File: config.mk
export PLATFORM = sky130hd
export DESIGN_NAME = mpfm_mode_pin_mux
export DESIGN_NICKNAME = d
export VERILOG_FILES = /design/src/rtl/mpfm_pkg.sv /design/src/rtl/mpfm_gpio_port.sv /design/src/rtl/mpfm_mode_pin_mux.sv
export VERILOG_INCLUDE_DIRS = /design/src /design/src/rtl
export SDC_FILE = /design/constraint.sdc
export NUM_CORES = 1
export LEC_CHECK = 0
export BUFFER_PORTS_ARGS = -buffer_cell sky130_fd_sc_hd__buf_2
export CELL_PAD_IN_SITES_DETAIL_PLACEMENT = 1
export CELL_PAD_IN_SITES_GLOBAL_PLACEMENT = 2
export CORE_MARGIN = 8
export CORE_UTILIZATION = 33
export DETAILED_ROUTE_END_ITERATION = 8
export MAX_ROUTING_LAYER = met4
export PLACE_DENSITY_LB_ADDON = 0.1
export SLEW_MARGIN = 20
export SYNTH_ARGS = -nofsm -noshare
export SYNTH_HDL_FRONTEND = slang
export SYNTH_HIERARCHICAL = 1
export SYNTH_SLANG_ARGS = --single-unit
export TNS_END_PERCENT = 20
File: constraint.sdc
create_clock -name clk_i -period 1.7 [get_ports clk_i]
set_input_delay 0.425 -clock clk_i [delete_from_list [all_inputs] [get_ports clk_i]]
set_output_delay 0.425 -clock clk_i [all_outputs]
set_load 0.01 [all_outputs]
File: src/rtl/mpfm_regs.svh
// Purpose: Constants for the mode pin function multiplexer.
// Assumes: Included by bare name from the design files.
// Notes: Definitions only.
`ifndef MPFM_REGS_SVH
`define MPFM_REGS_SVH
// Mode codes, {mode_select_b, mode_select_a} sampled on the first enabled edge after reset release.
`define MPFM_MODE_BOOT 2'h0
`define MPFM_MODE_SINGLE 2'h1
`define MPFM_MODE_TEST 2'h2
`define MPFM_MODE_EXPANDED 2'h3
// Port widths.
`define MPFM_PORT_W 8
`define MPFM_PORTD_W 6
// Drive-high pulse of the instruction-start pin, in ns and in cycles.
`define MPFM_DRIVE_HIGH_NS 40
`define MPFM_CLK_NS 40
`define MPFM_DRIVE_HIGH_CYC \
   ((`MPFM_DRIVE_HIGH_NS + `MPFM_CLK_NS - 1) / `MPFM_CLK_NS)
// Bit of the second option register that controls the indicator.
`define MPFM_OPTION_REG_TWO_DRIVE_HIGH_BIT 4
// Port data register reset value.
`define MPFM_PORT_RESET 8'h00
`endif

File: src/rtl/mpfm_pkg.sv
// Purpose: Types for the mode pin function multiplexer.
// Assumes: Nothing.
// Notes: Constants live in mpfm_regs.svh.
package mpfm_pkg;
   typedef enum logic [1:0] {
      MPFM_BOOT = 2'b00,
      MPFM_SINGLE = 2'b01,
      MPFM_TEST = 2'b10,
      MPFM_EXPANDED = 2'b11
   } mpfm_mode_type;
   typedef enum logic [1:0] {
      MPFM_ST_RESET = 2'b00,
      MPFM_ST_IDLE = 2'b01,
      MPFM_ST_LOW = 2'b10,
      MPFM_ST_HIGH = 2'b11
   } mpfm_ind_state_type;
endpackage : mpfm_pkg

File: src/rtl/mpfm_gpio_port.sv
// Purpose: One 8-bit general-purpose port with data and direction latches.
// Assumes: Writes come from internal logic, synchronous to clk_i.
// Notes: Bus override selects a mode-dependent alternate function.
`timescale 1ns/100ps
`default_nettype none
`include "mpfm_regs.svh"
module mpfm_gpio_port #(
   parameter int WIDTH = `MPFM_PORT_W
) (
   // Clock and reset.
   input wire logic clk_i,
   input wire logic rst_n_i,
   input wire logic ce_i,
   // Register access.
   input wire logic data_we_i,
   input wire logic dir_we_i,
   input wire logic [WIDTH-1:0] wdata_i,
   // Mode override.
   input wire logic bus_mode_i,
   input wire logic [WIDTH-1:0] bus_out_i,
   input wire logic [WIDTH-1:0] bus_oe_i,
   // Pins.
   input wire logic [WIDTH-1:0] pin_i,
   output logic [WIDTH-1:0] pin_o,
   output logic [WIDTH-1:0] pin_oe_o,
   output logic [WIDTH-1:0] rdata_o
);
   typedef struct packed {
      logic [WIDTH-1:0] data;
      logic [WIDTH-1:0] dir;
      logic [WIDTH-1:0] out;
      logic [WIDTH-1:0] oe;
      logic [WIDTH-1:0] rd;
   } mpfm_port_state_type;
   mpfm_port_state_type s_q, s_d;
   always_comb begin
      s_d = s_q;
      if (data_we_i) begin
         s_d.data = wdata_i;
      end
      if (dir_we_i) begin
         s_d.dir = wdata_i;
      end
      // Bus mode overrides the latches, which keep their values.
      if (bus_mode_i) begin
         s_d.out = bus_out_i;
         s_d.oe = bus_oe_i;
      end else begin
         s_d.out = s_d.data;
         s_d.oe = s_d.dir;
      end
      // Driven bits read back the driver input, so a bus function reads
      // as such; released bits read the pin.
      s_d.rd = (s_d.oe & s_d.out) | (~s_d.oe & pin_i);
   end
   always_ff @(posedge clk_i or negedge rst_n_i) begin
      if (!rst_n_i) begin
         s_q <= '0;
      end else if (ce_i) begin
         s_q <= s_d;
      end
   end
   assign pin_o = s_q.out;
   assign pin_oe_o = s_q.oe;
   assign rdata_o = s_q.rd;
endmodule : mpfm_gpio_port
`default_nettype wire

File: src/rtl/mpfm_mode_pin_mux.sv
// Purpose: Mode capture and mode-dependent pin function selection.
// Assumes: All inputs synchronous to clk_i, the bus-cycle clock.
// Notes: Pins are split into input, output and output enable.
//
// Summary of operation
// - Mode pins are sampled on the first enabled edge after reset release and decoded into four modes.
// - After mode choice, mode pin A becomes an open-drain instruction flag.
// - Instruction flag pulls low during the opcode fetch cycle.
// - With drive-high enabled, the flag is driven high for a short time.
// - The drive-high enable is a bit of the second option register.
// - Single chip and bootstrap modes use the shared pin as port G bit 7.
// - Expanded and test modes drive the shared pin high for read, low write.
// - Ports B, C, F and G bit 7 are general I/O only in non-bus modes.
// - Seven 8-bit ports and one 6-bit port; port E is input only.
// - At reset every general-purpose input pin is high impedance.
// - Port data reads reflect the driven function on driven bits, pins on released bits.
// - Port A is an 8-bit I/O port with data and direction registers.
// - Port A is shared with the timer and readable at any time.
// - Expanded mode drives port B as address lines 15 to 8.
// - Expanded mode uses port C as the bidirectional data bus.
// - Expanded mode drives port F as address lines 7 to 0.
`timescale 1ns/100ps
`default_nettype none
`include "mpfm_regs.svh"
module mpfm_mode_pin_mux #(
   parameter int W = `MPFM_PORT_W,
   parameter int WD = `MPFM_PORTD_W
) (
   // Clock, enable and reset.
   input wire logic clk_i,
   input wire logic ce_i,
   input wire logic rst_n_i,
   // Mode pins.
   input wire logic mode_select_a_i,
   input wire logic mode_select_b_i,
   output logic instr_start_indicator_o,
   output logic instr_start_indicator_oe_o,
   // Core side: option register and instruction start.
   input wire logic [7:0] option_reg_two_i,
   input wire logic opcode_fetch_i,
   // Core side: external bus request.
   input wire logic [15:0] bus_addr_i,
   input wire logic [7:0] bus_wdata_i,
   input wire logic bus_read_i,
   input wire logic bus_active_i,
   output logic [7:0] bus_rdata_o,
   output logic [1:0] mode_o,
   // Core side: port register writes, one select bit per port.
   input wire logic [6:0] data_we_i,
   input wire logic [6:0] dir_we_i,
   input wire logic [7:0] wdata_i,
   // Timer alternate function on port A.
   input wire logic [W-1:0] timer_out_i,
   input wire logic [W-1:0] timer_oe_i,
   // Port pins A, B, C, D, F, G, H in that order.
   input wire logic [7*W-1:0] port_pin_i,
   output logic [7*W-1:0] port_pin_o,
   output logic [7*W-1:0] port_pin_oe_o,
   output logic [7*W-1:0] port_rdata_o,
   // Port E, input only.
   input wire logic [W-1:0] port_e_pin_i,
   output logic [W-1:0] port_e_rdata_o
);
   typedef struct packed {
      mpfm_pkg::mpfm_mode_type mode;
      logic in_reset;
      mpfm_pkg::mpfm_ind_state_type ind;
      logic [7:0] hi_cnt;
      logic ind_out;
      logic ind_oe;
      logic rw;
      logic [W-1:0] pe;
      logic [7:0] rdata;
   } mpfm_state_type;
   mpfm_state_type s_q, s_d;

   localparam logic [7:0] HI_CYC = 8'(`MPFM_DRIVE_HIGH_CYC);

   function automatic logic is_bus(input mpfm_pkg::mpfm_mode_type m);
      is_bus = (m == mpfm_pkg::MPFM_EXPANDED) || (m == mpfm_pkg::MPFM_TEST);
   endfunction : is_bus

   // ****************************************
   // Mode capture and instruction indicator
   // ****************************************
   logic bus_mode;
   assign bus_mode = is_bus(s_q.mode);
   always_comb begin
      s_d = s_q;
      // First enabled edge after release: mode pins still hold the strap.
      if (s_q.in_reset) begin
         s_d.mode = mpfm_pkg::mpfm_mode_type'({mode_select_b_i,
            mode_select_a_i});
         s_d.in_reset = 1'b0;
         s_d.ind = mpfm_pkg::MPFM_ST_IDLE;
      end
      s_d.ind_out = 1'b0;
      s_d.ind_oe = 1'b0;
      case (s_q.ind)
         mpfm_pkg::MPFM_ST_RESET: begin
            s_d.ind_oe = 1'b0;
         end
         mpfm_pkg::MPFM_ST_IDLE, mpfm_pkg::MPFM_ST_HIGH: begin
            if (opcode_fetch_i) begin
               s_d.ind = mpfm_pkg::MPFM_ST_LOW;
               s_d.ind_oe = 1'b1;
            end else if (s_q.ind == mpfm_pkg::MPFM_ST_HIGH) begin
               s_d.hi_cnt = s_q.hi_cnt - 8'h01;
               s_d.ind_out = 1'b1;
               s_d.ind_oe = s_q.hi_cnt > 8'h01;
               if (s_q.hi_cnt <= 8'h01) begin
                  s_d.ind = mpfm_pkg::MPFM_ST_IDLE;
               end
            end
         end
         mpfm_pkg::MPFM_ST_LOW: begin
            // Drive-high lets back-to-back fetches be told apart.
            if (opcode_fetch_i) begin
               s_d.ind_oe = 1'b1;
            end else if (option_reg_two_i[`MPFM_OPTION_REG_TWO_DRIVE_HIGH_BIT]) begin
               s_d.ind = mpfm_pkg::MPFM_ST_HIGH;
               s_d.hi_cnt = HI_CYC;
               s_d.ind_out = 1'b1;
               s_d.ind_oe = 1'b1;
            end else begin
               s_d.ind = mpfm_pkg::MPFM_ST_IDLE;
            end
         end
         default: begin
            s_d.ind = mpfm_pkg::MPFM_ST_IDLE;
         end
      endcase
      s_d.pe = port_e_pin_i;
      s_d.rdata = port_pin_i[2*W +: W];
      // Registered so the strobe pin comes from a flip-flop like the bus.
      s_d.rw = bus_read_i | ~bus_active_i;
   end
   always_ff @(posedge clk_i or negedge rst_n_i) begin
      if (!rst_n_i) begin
         s_q <= '0;
         s_q.in_reset <= 1'b1;
      end else if (ce_i) begin
         s_q <= s_d;
      end
   end
   assign instr_start_indicator_o = s_q.ind_out;
   assign instr_start_indicator_oe_o = s_q.ind_oe;
   assign port_e_rdata_o = s_q.pe;
   assign bus_rdata_o = s_q.rdata;
   assign mode_o = s_q.mode;

   // ****************************************
   // Ports
   // ****************************************
   logic [7*W-1:0] bus_out, bus_oe;
   logic [6:0] bus_sel;
   always_comb begin
      bus_out = '0;
      bus_oe = '0;
      bus_sel = '0;
      bus_sel[0] = 1'b1;
      bus_out[0 +: W] = timer_out_i;
      bus_oe[0 +: W] = timer_oe_i;
      bus_sel[1] = bus_mode;
      bus_out[W +: W] = bus_addr_i[15:8];
      bus_oe[W +: W] = {W{bus_mode}};
      bus_sel[2] = bus_mode;
      bus_out[2*W +: W] = bus_wdata_i;
      bus_oe[2*W +: W] = {W{bus_mode & bus_active_i & ~bus_read_i}};
      bus_sel[4] = bus_mode;
      bus_out[4*W +: W] = bus_addr_i[7:0];
      bus_oe[4*W +: W] = {W{bus_mode}};
      bus_sel[5] = 1'b0;
   end
   logic [7*W-1:0] g_out, g_oe;
   genvar gi;
   generate
      for (gi = 0; gi < 7; gi++) begin : g_port
         mpfm_gpio_port #(.WIDTH(W)) u_port (
            .clk_i(clk_i),
            .rst_n_i(rst_n_i),
            .ce_i(ce_i),
            .data_we_i(data_we_i[gi]),
            .dir_we_i(dir_we_i[gi]),
            .wdata_i(wdata_i),
            .bus_mode_i(bus_sel[gi] & (gi != 0 || |timer_oe_i)),
            .bus_out_i(bus_out[gi*W +: W]),
            .bus_oe_i(bus_oe[gi*W +: W]),
            .pin_i(port_pin_i[gi*W +: W]),
            .pin_o(g_out[gi*W +: W]),
            .pin_oe_o(g_oe[gi*W +: W]),
            .rdata_o(port_rdata_o[gi*W +: W])
         );
      end
   endgenerate
   // Port G bit 7 switches to the direction strobe; port D is six bits.
   always_comb begin
      port_pin_o = g_out;
      port_pin_oe_o = g_oe;
      port_pin_o[5*W + 7] = bus_mode ? s_q.rw : g_out[5*W + 7];
      port_pin_oe_o[5*W + 7] = bus_mode ? 1'b1 : g_oe[5*W + 7];
      port_pin_o[3*W + WD +: W - WD] = '0;
      port_pin_oe_o[3*W + WD +: W - WD] = '0;
   end
endmodule : mpfm_mode_pin_mux
`default_nettype wire

==> results of run 1 <==
## worst max path at each step
| stage | from | end | slack (ns) | depth (start not counted) |
|---|---|---|---|---|
| 2_1_floorplan | s_q[22] | s_q[25] | 0.08 | 3 |
| 3_3_place_gp | timer_oe_i[1] | g_port[0].u_port/pin_o[1] | -0.11 | 6 |
| 3_5_place_dp | timer_oe_i[5] | g_port[0].u_port/pin_o[1] | -0.08 | 6 |
| 4_1_cts | mode_o[1] | port_pin_o[47] | -0.37 | 3 |
| 5_1_grt | mode_o[1] | port_pin_o[47] | -0.38 | 3 |
| 6_report | mode_o[1] | port_pin_o[47] | -0.30 | 3 |
## sequential cells by signal, indices dropped and copies added, names as in the netlist
register and count:
port_e_rdata_o 8, instr_start_indicator_oe_o 1, s_q 12, g_port.u_port/pin_oe_o 54, g_port.u_port/s_q 112, bus_rdata_o 8
instr_start_indicator_o 1, g_port.u_port/pin_o 54, g_port.u_port/rdata_o 56, mode_o 2
## layout make-up
cell class | count | area, um^2 | area share [%]
well taps | 696 | 870.8 | 4.102
clock inverters | 13 | 145.1 | 0.6836
flip-flops and latches | 308 | 7712 | 36.33
diodes | 9 | 22.52 | 0.1061
multi-input cells | 967 | 8087 | 38.09
repair buffers | 415 | 2746 | 12.94
inverters | 114 | 427.9 | 2.015
clock buffers | 58 | 1220 | 5.746
## through the flow
step	TNS, ns	setup slack [ns]	cells
floorplan	0	0.08245	1658
detailed placement	-0.2692	-0.08103	2495
global route	-1.070	-0.3767	2579
global placement	-0.8191	-0.1130	2495
CTS	-0.9281	-0.3698	2570
finish	-0.8345	-0.3049	2580
## timing repair
action                                  4_1_cts  5_1_grt
gates resized for setup                       8       17
gates cloned                                  0        0
endpoints found under the hold margin        21        0
hold buffers                                  1        0
buffers inserted                              3        1
pin swaps                                     0        1
endpoints found under the setup margin        3       19
## metal layers
| metal | track usage, % | vias to the layer above | wire length [um] |
|---|---|---|---|
| met5 | - | - | 0 |
| met2 | 26.98 | 233 | 24130 |
| met3 | 3.755 | 62 | 2466 |
| li1 | - | 5841 | - |
| met4 | 4.006 | 0 | 1022 |
| met1 | 22.70 | 6152 | 24370 |
## worst max-delay path, delay by kind of cell, from the launching register on
family / cells / cell delay (ns)
buffers and inverters: 2 / 0.27
multiplexers: 1 / 0.27
flip-flops: 1 / 0.49
## power groups by stage
stage               sequential [mW]  combinational (mW)  clock [mW]
global placement               9.01                4.35           0
global route                   9.05                4.82        9.40
detailed placement             9.05                4.42           0
floorplan                      8.83                3.43           0
finish                         8.90                4.38        8.77
CTS                            8.93                4.45        9.13
## placed cells by master (no fill, tap or decap), drive strengths merged, types with 3 or more instances in the layout
cell type	n
buf	414
bufinv	3
clkbuf	58
clkinv	8
conb	88
dfrtp	307
diode	9
inv	114
mux2	243
mux2i	112
nand2	74
nand2b	115
nand4b	56
nor2	6
nor2b	4
nor3	3
o211ai	57
o21ai	119
o221ai	3
o311a	56
o311ai	4
==> metrics.txt, run 1 <==
die area=61,240 um^2; logic gate share of total power=between 10% and 20%; unrepaired setup endpoints after global routing=yes; hold slack=0.07147 ns; RePlAce Congestion=0.7803; clk root buf=clkbuf_16; number of DRC markers in iteration 0=450; Worst EP arrival=1.58 ns; CP cell instances=buf_12 -> mux2_2 -> buf_6; final worst-path cycle share=117.9%; max_slew headroom=a little over half; Min Clock Period, post-route=2.005 ns; CP required=between 1 and 1.5 ns; Crit. End Element=primary output; CP max FO=4; first-pass GRT wire length=80.15 mm; Worst Clk Skew=0.007539 ns; detailed-router iteration count before antenna repair=6; crit path kind=reg -> out; Int Pwr=about 16 mW; I/O pin cnt=330; CTS buffer count=40; utilization after layout=around two fifths; Max Buffers Root-to-Sink=3; total wire length=51.98 mm; Chip Height=247.5 um; max incr delay on CP=approximately 0.49 ns; final setup vio count=3; H-Tree Depth=2; ANT nets after route=0; Residual DRC=0; IO Port Bufs=318; Cell Area, Placed=19,720 um^2; FF-to-FF path depth=3; Worst Setup Start Kind=flip-flop; Synth Cell Area=17,680 um^2; Starting Density=33.11%; later-pin clock latency in the skew report=between 0.5 and 0.6 ns; Vias/cell=between 4 and 5; Rows=85; Max Cap Viol=0; Finished Cell Area=roughly 21,000 um^2; number of global-route vias before repair=13,320; Leakage=9.877 nW; drt wl/cell=20.15 um; HP Class=in -> reg; synth warn=6; hold path depth=2; CTS tree=yes; RR Startpoint=s_q[22]; hold endpoint=s_q[16]; net switching power=6.186 mW; setup ws final=-0.3049 ns; via count=12,290; Max VDD drop=0.5515 mV; Fin. Hold Viols=0; CP max-delay cell=dfrtp_4; hold path startpoint=bus_active_i; violated checks=negative setup slack; Mean Syn Cell Area=between 10 and 15 um^2; chip width=247.5 um; Nets=1,990; Reg2Reg Setup Slack=0.04 ns; pwr/cell area=roughly 1000 nW/um^2; Pwr Total=22.06 mW; Fmax=0.4988 GHz; Core ar.=between 50,000 and 60,000 um^2; Crit Reg-Reg Endpoint=s_q[24]; sequential power share=about two fifths; Clk pin slew, worst setup/hold paths=0.06 ns; Worst-Margin Slew=0.6939 ns; Sink Count=just over 300; share of cells above drive strength 1=a little over two fifths; antenna violations before repair=9; fillers=5,917; status=complete, but fails checks; Pins Over Slew Limit=0; Area Overhead vs Synth=20.09%; global router's overall resource usage=17.23%; largest net degree at the start of global routing=62; hpwl dp=between 30 and 40 mm; switching share of power=28.05%; Syn Inst Count=1,571; gr ovfl total=0; Clock power frac=39.8%
Power figures use the tool's default switching activity.
==> inputs of run 2 (changes only) <==
--- a/config.mk
+++ b/config.mk
@@ -6,7 +6,7 @@
 export SDC_FILE = /design/constraint.sdc
 export NUM_CORES = 1
 export LEC_CHECK = 0
-export BUFFER_PORTS_ARGS = -buffer_cell sky130_fd_sc_hd__buf_2
+export BUFFER_PORTS_ARGS = -buffer_cell sky130_fd_sc_hd__buf_4
 export CELL_PAD_IN_SITES_DETAIL_PLACEMENT = 1
 export CELL_PAD_IN_SITES_GLOBAL_PLACEMENT = 2
 export CORE_MARGIN = 8
==> run 2 against run 1 <==
  * The flow still finishes with violations (negative setup slack)
  * Worst setup slack gained 0.048 ns
  * Wire length grew 2.1%
  * Critical path depth shrank 1
  * Clock power down 2%
  * Hold slack better by 0.0044 ns
  * Utilization is 1.1 points higher
  * Clock skew increased by 0.0056 ns
  * Maximum frequency increased by 2.5%
  * Global-route usage is 0.25 points higher
  * Sequential cell count did not move
  * Critical path type unchanged
==> metrics.txt, run 2 (synthesized netlist as in run 1, its figures left out) <==
Pwr Total=22.28 mW; I/O pin cnt=330; global router's overall resource usage=around 17%; RePlAce Congestion=0.7712; Fin. Hold Viols=0; Leakage=around 10 nW; CP cell instances=mux2_4 -> buf_6; CP max-delay cell=dfrtp_4; Min Clock Period, post-route=1.957 ns; most frequent cells in the layout=buf_4 (392), dfrtp_1 (306), mux2_2 (186), nand2b_1 (115), inv_1 (114); IO Port Bufs=318; drt wl/cell=between 20 and 25 um; Rows=85; number of global-route vias before repair=13,410; Worst Setup Start Kind=flip-flop; Nets=1,991; Core ar.=53,390 um^2; hpwl dp=38.27 mm; Max VDD drop=0.5705 mV; largest net degree at the start of global routing=61; utilization after layout=40.86%; Cell Area, Placed=20,360 um^2; Finished Cell Area=21,820 um^2; H-Tree Depth=2; first-pass GRT wire length=81.10 mm; Sink Count=308; Setup TNS Final=-0.6080 ns; chip width=247.5 um; worst setup path start=mode_o[1]; later-pin clock latency in the skew report=approximately 0.55 ns; detailed-router iteration count before antenna repair=4; unrepaired setup endpoints after global routing=yes; CTS buffer count=41; final worst-path cycle share=115.1%; hold path startpoint=bus_active_i; antenna violations before repair=4; Max Cap Viol=0; final setup vio count=3; status=complete, but fails checks; Worst EP arrival=1.53 ns; via count=12,300; Reg area=7712 um^2; CTS tree=yes; share of cells above drive strength 1=42.86%; max reg flops=112; CP required=1.27 ns; Biggest register=g_port.u_port/s_q; clk root buf=clkbuf_16; post-place setup slack=-0.06674 ns; Vias/cell=4.777; HP Class=in -> reg; violated checks=negative setup slack; Max Buffers Root-to-Sink=3; setup ws final=-0.2569 ns; fillers=5,847; gr ovfl total=0; ANT nets after route=0; Chip Height=247.5 um; Worst Clk Skew=0.01317 ns; total wire length=53.10 mm; number of DRC markers in iteration 0=378; Crit. End Element=primary output; RR Startpoint=s_q[22]; crit path kind=reg -> out; Starting Density=between 30 and 40%; commonest non-fill, non-tap cell in the layout=buf_4; Fmax=0.5110 GHz; Clk pin slew, worst setup/hold paths=0.05 ns; Pins Over Slew Limit=0; CP max FO=4; pwr/cell area=about 1000 nW/um^2; max incr delay on CP=roughly 0.53 ns; area of the multi-input gates=between 8000 and 9000 um^2; die area=61,240 um^2; Residual DRC=0; Area Overhead vs Synth=23.40%
==> run 2: changes by cell type in the layout (fill, tap and decap cells not counted), moves of 6 or more <==
cell | before | now
buf_2 | 313 | 0
buf_12 | 28 | 15
diode_2 | 9 | 3
o21ai_0 | 57 | 45
buf_4 | 63 | 392
o21ai_1 | 6 | 18
==> run 2: path summary, 6_finish.rpt <==
path / end / slack, ns / cells past startpoint
worst max register to register: s_q[25] / 0.03 / 3
worst min register to register: s_q[26] / 0.49 / 1
max in group asynchronous: g_port[1].u_port/pin_oe_o[2] / 0.66 / 3
worst min-delay path: s_q[16] / 0.08 / 2
min in group asynchronous: s_q[25] / 0.33 / 2
worst max-delay path: port_pin_o[47] / -0.26 / 2
==> run 2: metal layers <==
layer	GRT usage (%)	vias to the layer above	wire [um]
met5	-	-	0
met4	4.127	0	849
met3	3.604	48	2582
met2	27.51	230	24740
met1	23.02	6196	24930
li1	-	5827	-
==> run 2: report_power, final <==
part / leakage, nW / switching, mW / internal, mW / total, mW
Combinational: 5.73 / 2.28 / 2.48 / 4.76
Sequential: 3.67 / 0.585 / 8.34 / 8.93
Clock: 0.646 / 3.43 / 5.16 / 8.59
==> run 2: what timing repair did <==
item | in CTS | in global routing
endpoints found under the setup margin | 4 | 34
pin swaps | 0 | 1
hold endpoints to repair | 21 | 0
gates cloned | 0 | 1
resized for setup | 7 | 29
setup buffers | 1 | 0
hold buffers | 1 | 0
==> run 2: cell type report <==
| cell class | count | share of cell area, % |
|---|---|---|
| antenna | 3 | 0.03441 |
| clock buffer | 58 | 5.454 |
| clock inverter | 14 | 0.5965 |
| inverter | 114 | 1.961 |
| multi-input combinational | 967 | 37.16 |
| sequential | 308 | 35.35 |
| tap | 696 | 3.992 |
| timing repair buffer | 415 | 15.45 |
==> run 2: critical path: cells and delay by family, from the launching register on <==
family	cells	cell delay, ns
flip-flops	1	0.53
multiplexers	1	0.32
buffers and inverters	1	0.13
==> run 2: stage by stage <==
| stage | hold slack (ns) | std cells |
|---|---|---|
| 6_report | 0.07585 | 2575 |
| 5_1_grt | 0.06557 | 2575 |
| 4_1_cts | 0.02923 | 2571 |
| 3_5_place_dp | 0.3154 | 2497 |
| 3_3_place_gp | 0.3118 | 2497 |
| 2_1_floorplan | 0.1294 | 1658 |
==> inputs of run 3 (changes only) <==
--- a/config.mk
+++ b/config.mk
@@ -6,12 +6,12 @@
 export SDC_FILE = /design/constraint.sdc
 export NUM_CORES = 1
 export LEC_CHECK = 0
-export BUFFER_PORTS_ARGS = -buffer_cell sky130_fd_sc_hd__buf_4
 export CELL_PAD_IN_SITES_DETAIL_PLACEMENT = 1
 export CELL_PAD_IN_SITES_GLOBAL_PLACEMENT = 2
 export CORE_MARGIN = 8
-export CORE_UTILIZATION = 33
+export CORE_UTILIZATION = 38
 export DETAILED_ROUTE_END_ITERATION = 8
+export DONT_BUFFER_PORTS = 1
 export MAX_ROUTING_LAYER = met4
 export PLACE_DENSITY_LB_ADDON = 0.1
 export SLEW_MARGIN = 20
==> run 3 against run 2 <==
  * The flow finishes with violations (negative hold slack, negative setup slack)
  * Register-to-register slack improved by 0.02 ns
  * Utilization is 0.061 points lower
  * Sequential cell count unchanged
  * Global-route usage is 1.2 points higher
  * Clock-buffer cell count increased by 6
==> metrics.txt, run 3 (synthesized netlist as in run 1, its figures left out) <==
Max Cap Viol=0; max reg flops=about 110; final setup vio count=3; final worst-path cycle share=108.1%; gr ovfl total=0; hpwl dp=about 32 mm; ant diodes=0; drt wl/cell=23.25 um; max_slew headroom=16.39%; number of global-route vias before repair=11,700; HP Class=in -> async; hold slack=-0.4237 ns; Pins Over Slew Limit=0; Finished Cell Area=18,870 um^2; RePlAce Congestion=0.7285; first-pass GRT wire length=75.87 mm; later-pin clock latency in the skew report=0.55 ns; pwr/cell area=about 1100 nW/um^2; IO Port Bufs=0; commonest non-fill, non-tap cell in the layout=dfrtp_1; Rows=79; Cell Area, Placed=17,220 um^2; Biggest register=g_port.u_port/s_q; Setup TNS Final=-0.3013 ns; Area Overhead vs Synth=6.759%; Max Buffers Root-to-Sink=3; Reg2Reg Setup Slack=0.05 ns; Core ar.=46,260 um^2; Worst Clk Skew=~0.013 ns; detailed-router iteration count before antenna repair=4; number of DRC markers in iteration 0=between 400 and 500; Worst EP arrival=1.41 ns; crit path kind=reg -> out; Top delay family on crit path=flip-flops; clk root buf=clkbuf_16; violated checks=negative hold slack, negative setup slack; Nets=1,635; Starting Density=38.22%; Fmax=0.5443 GHz; unrepaired setup endpoints after global routing=yes; status=complete, but fails checks; Vias/cell=5.154; CTS tree=yes; CP required=1.27 ns; via count=between 10,000 and 15,000; worst path bufs/invs=0; global router's overall resource usage=between 10% and 20%; Crit. End Element=primary output; setup ws final=-0.1373 ns; largest net degree at the start of global routing=371; Worst Setup Start Kind=flip-flop; I/O pin cnt=330; CP max FO=3; H-Tree Depth=2; Leakage=roughly 8 nW; CTS buffer count=39; ANT nets after route=0; Sink Count=a little over 300; Residual DRC=0; CP max-delay cell=dfrtp_4; Chip Height=between 200 and 250 um; chip width=231.7 um; share of cells above drive strength 1=between 20% and 30%; most frequent cells in the layout=dfrtp_1 (306), mux2_2 (187), nand2b_1 (115), inv_1 (114), mux2i_1 (105); Worst-Margin Slew=1.254 ns; Pwr Total=20.09 mW; dpl cells=2,024; max incr delay on CP=just over 0.5 ns; post-place setup slack=-0.05462 ns; total wire length=a little under 50 mm; CP cell instances=mux2_2; Fin. Hold Viols=308; Min Clock Period, post-route=~1.8 ns; die area=53,680 um^2; Max VDD drop=slightly above 0.6 mV; antenna violations before repair=1; Clk pin slew, worst setup/hold paths=0.06 ns; Post-Layout Cell Count=2,127
==> run 3: layer usage <==
| metal | global-route usage [%] | vias to the layer above | part of all wire [%] |
|---|---|---|---|
| li1 | - | 5118 | - |
| met1 | 23.47 | 5566 | 43 |
| met2 | 29.69 | 232 | 48 |
| met3 | 5.900 | 47 | 7.6 |
| met4 | 3.404 | 0 | 1.3 |
| met5 | - | - | 0 |
==> run 3: final cells by class <==
type | instances | area (um^2)
Fill cell | 4918 | 27390
Clock inverter | 6 | 55.05
Tap cell | 607 | 759.5
Inverter | 114 | 427.9
Clock buffer | 64 | 1202
Multi-Input combinational cell | 967 | 8113
Sequential cell | 308 | 7712
Timing Repair Buffer | 61 | 604.3
==> run 3: path summary, 6_finish.rpt <==
check                                 from                   endpoint  depth (start not counted)
worst max-delay path             mode_o[1]             port_pin_o[47]                          1
worst min-delay path               rst_n_i  g_port[6].u_port/pin_o[7]                          0
worst max register to register     s_q[22]                    s_q[24]                          3
worst min register to register     s_q[26]                    s_q[26]                          1
max in group asynchronous          rst_n_i                  mode_o[1]                          0
min in group clk_i              wdata_i[3]   g_port[5].u_port/s_q[35]                          1
==> run 3: power breakdown <==
group | internal [mW] | switching (mW)
combinational | 1.45 | 1.06
sequential | 8.34 | 1.04
clock | 4.96 | 3.23
==> run 3: stage by stage <==
stage	hold WS, ns	utilization [%]
after floorplan	0.1294	-
after global placement	0.1397	37.22
after detailed placement	0.1437	37.22
after CTS	-0.4543	40.63
after global routing	-0.4618	40.80
final	-0.4237	40.80
==> run 3: what timing repair did <==
action / in CTS / in global routing
gates resized for setup: 4 / 15
hold endpoints to repair: 345 / 310
setup buffers: 1 / 0
hold buffers: 30 / 2
pin swaps: 0 / 4
setup endpoints to repair: 4 / 20
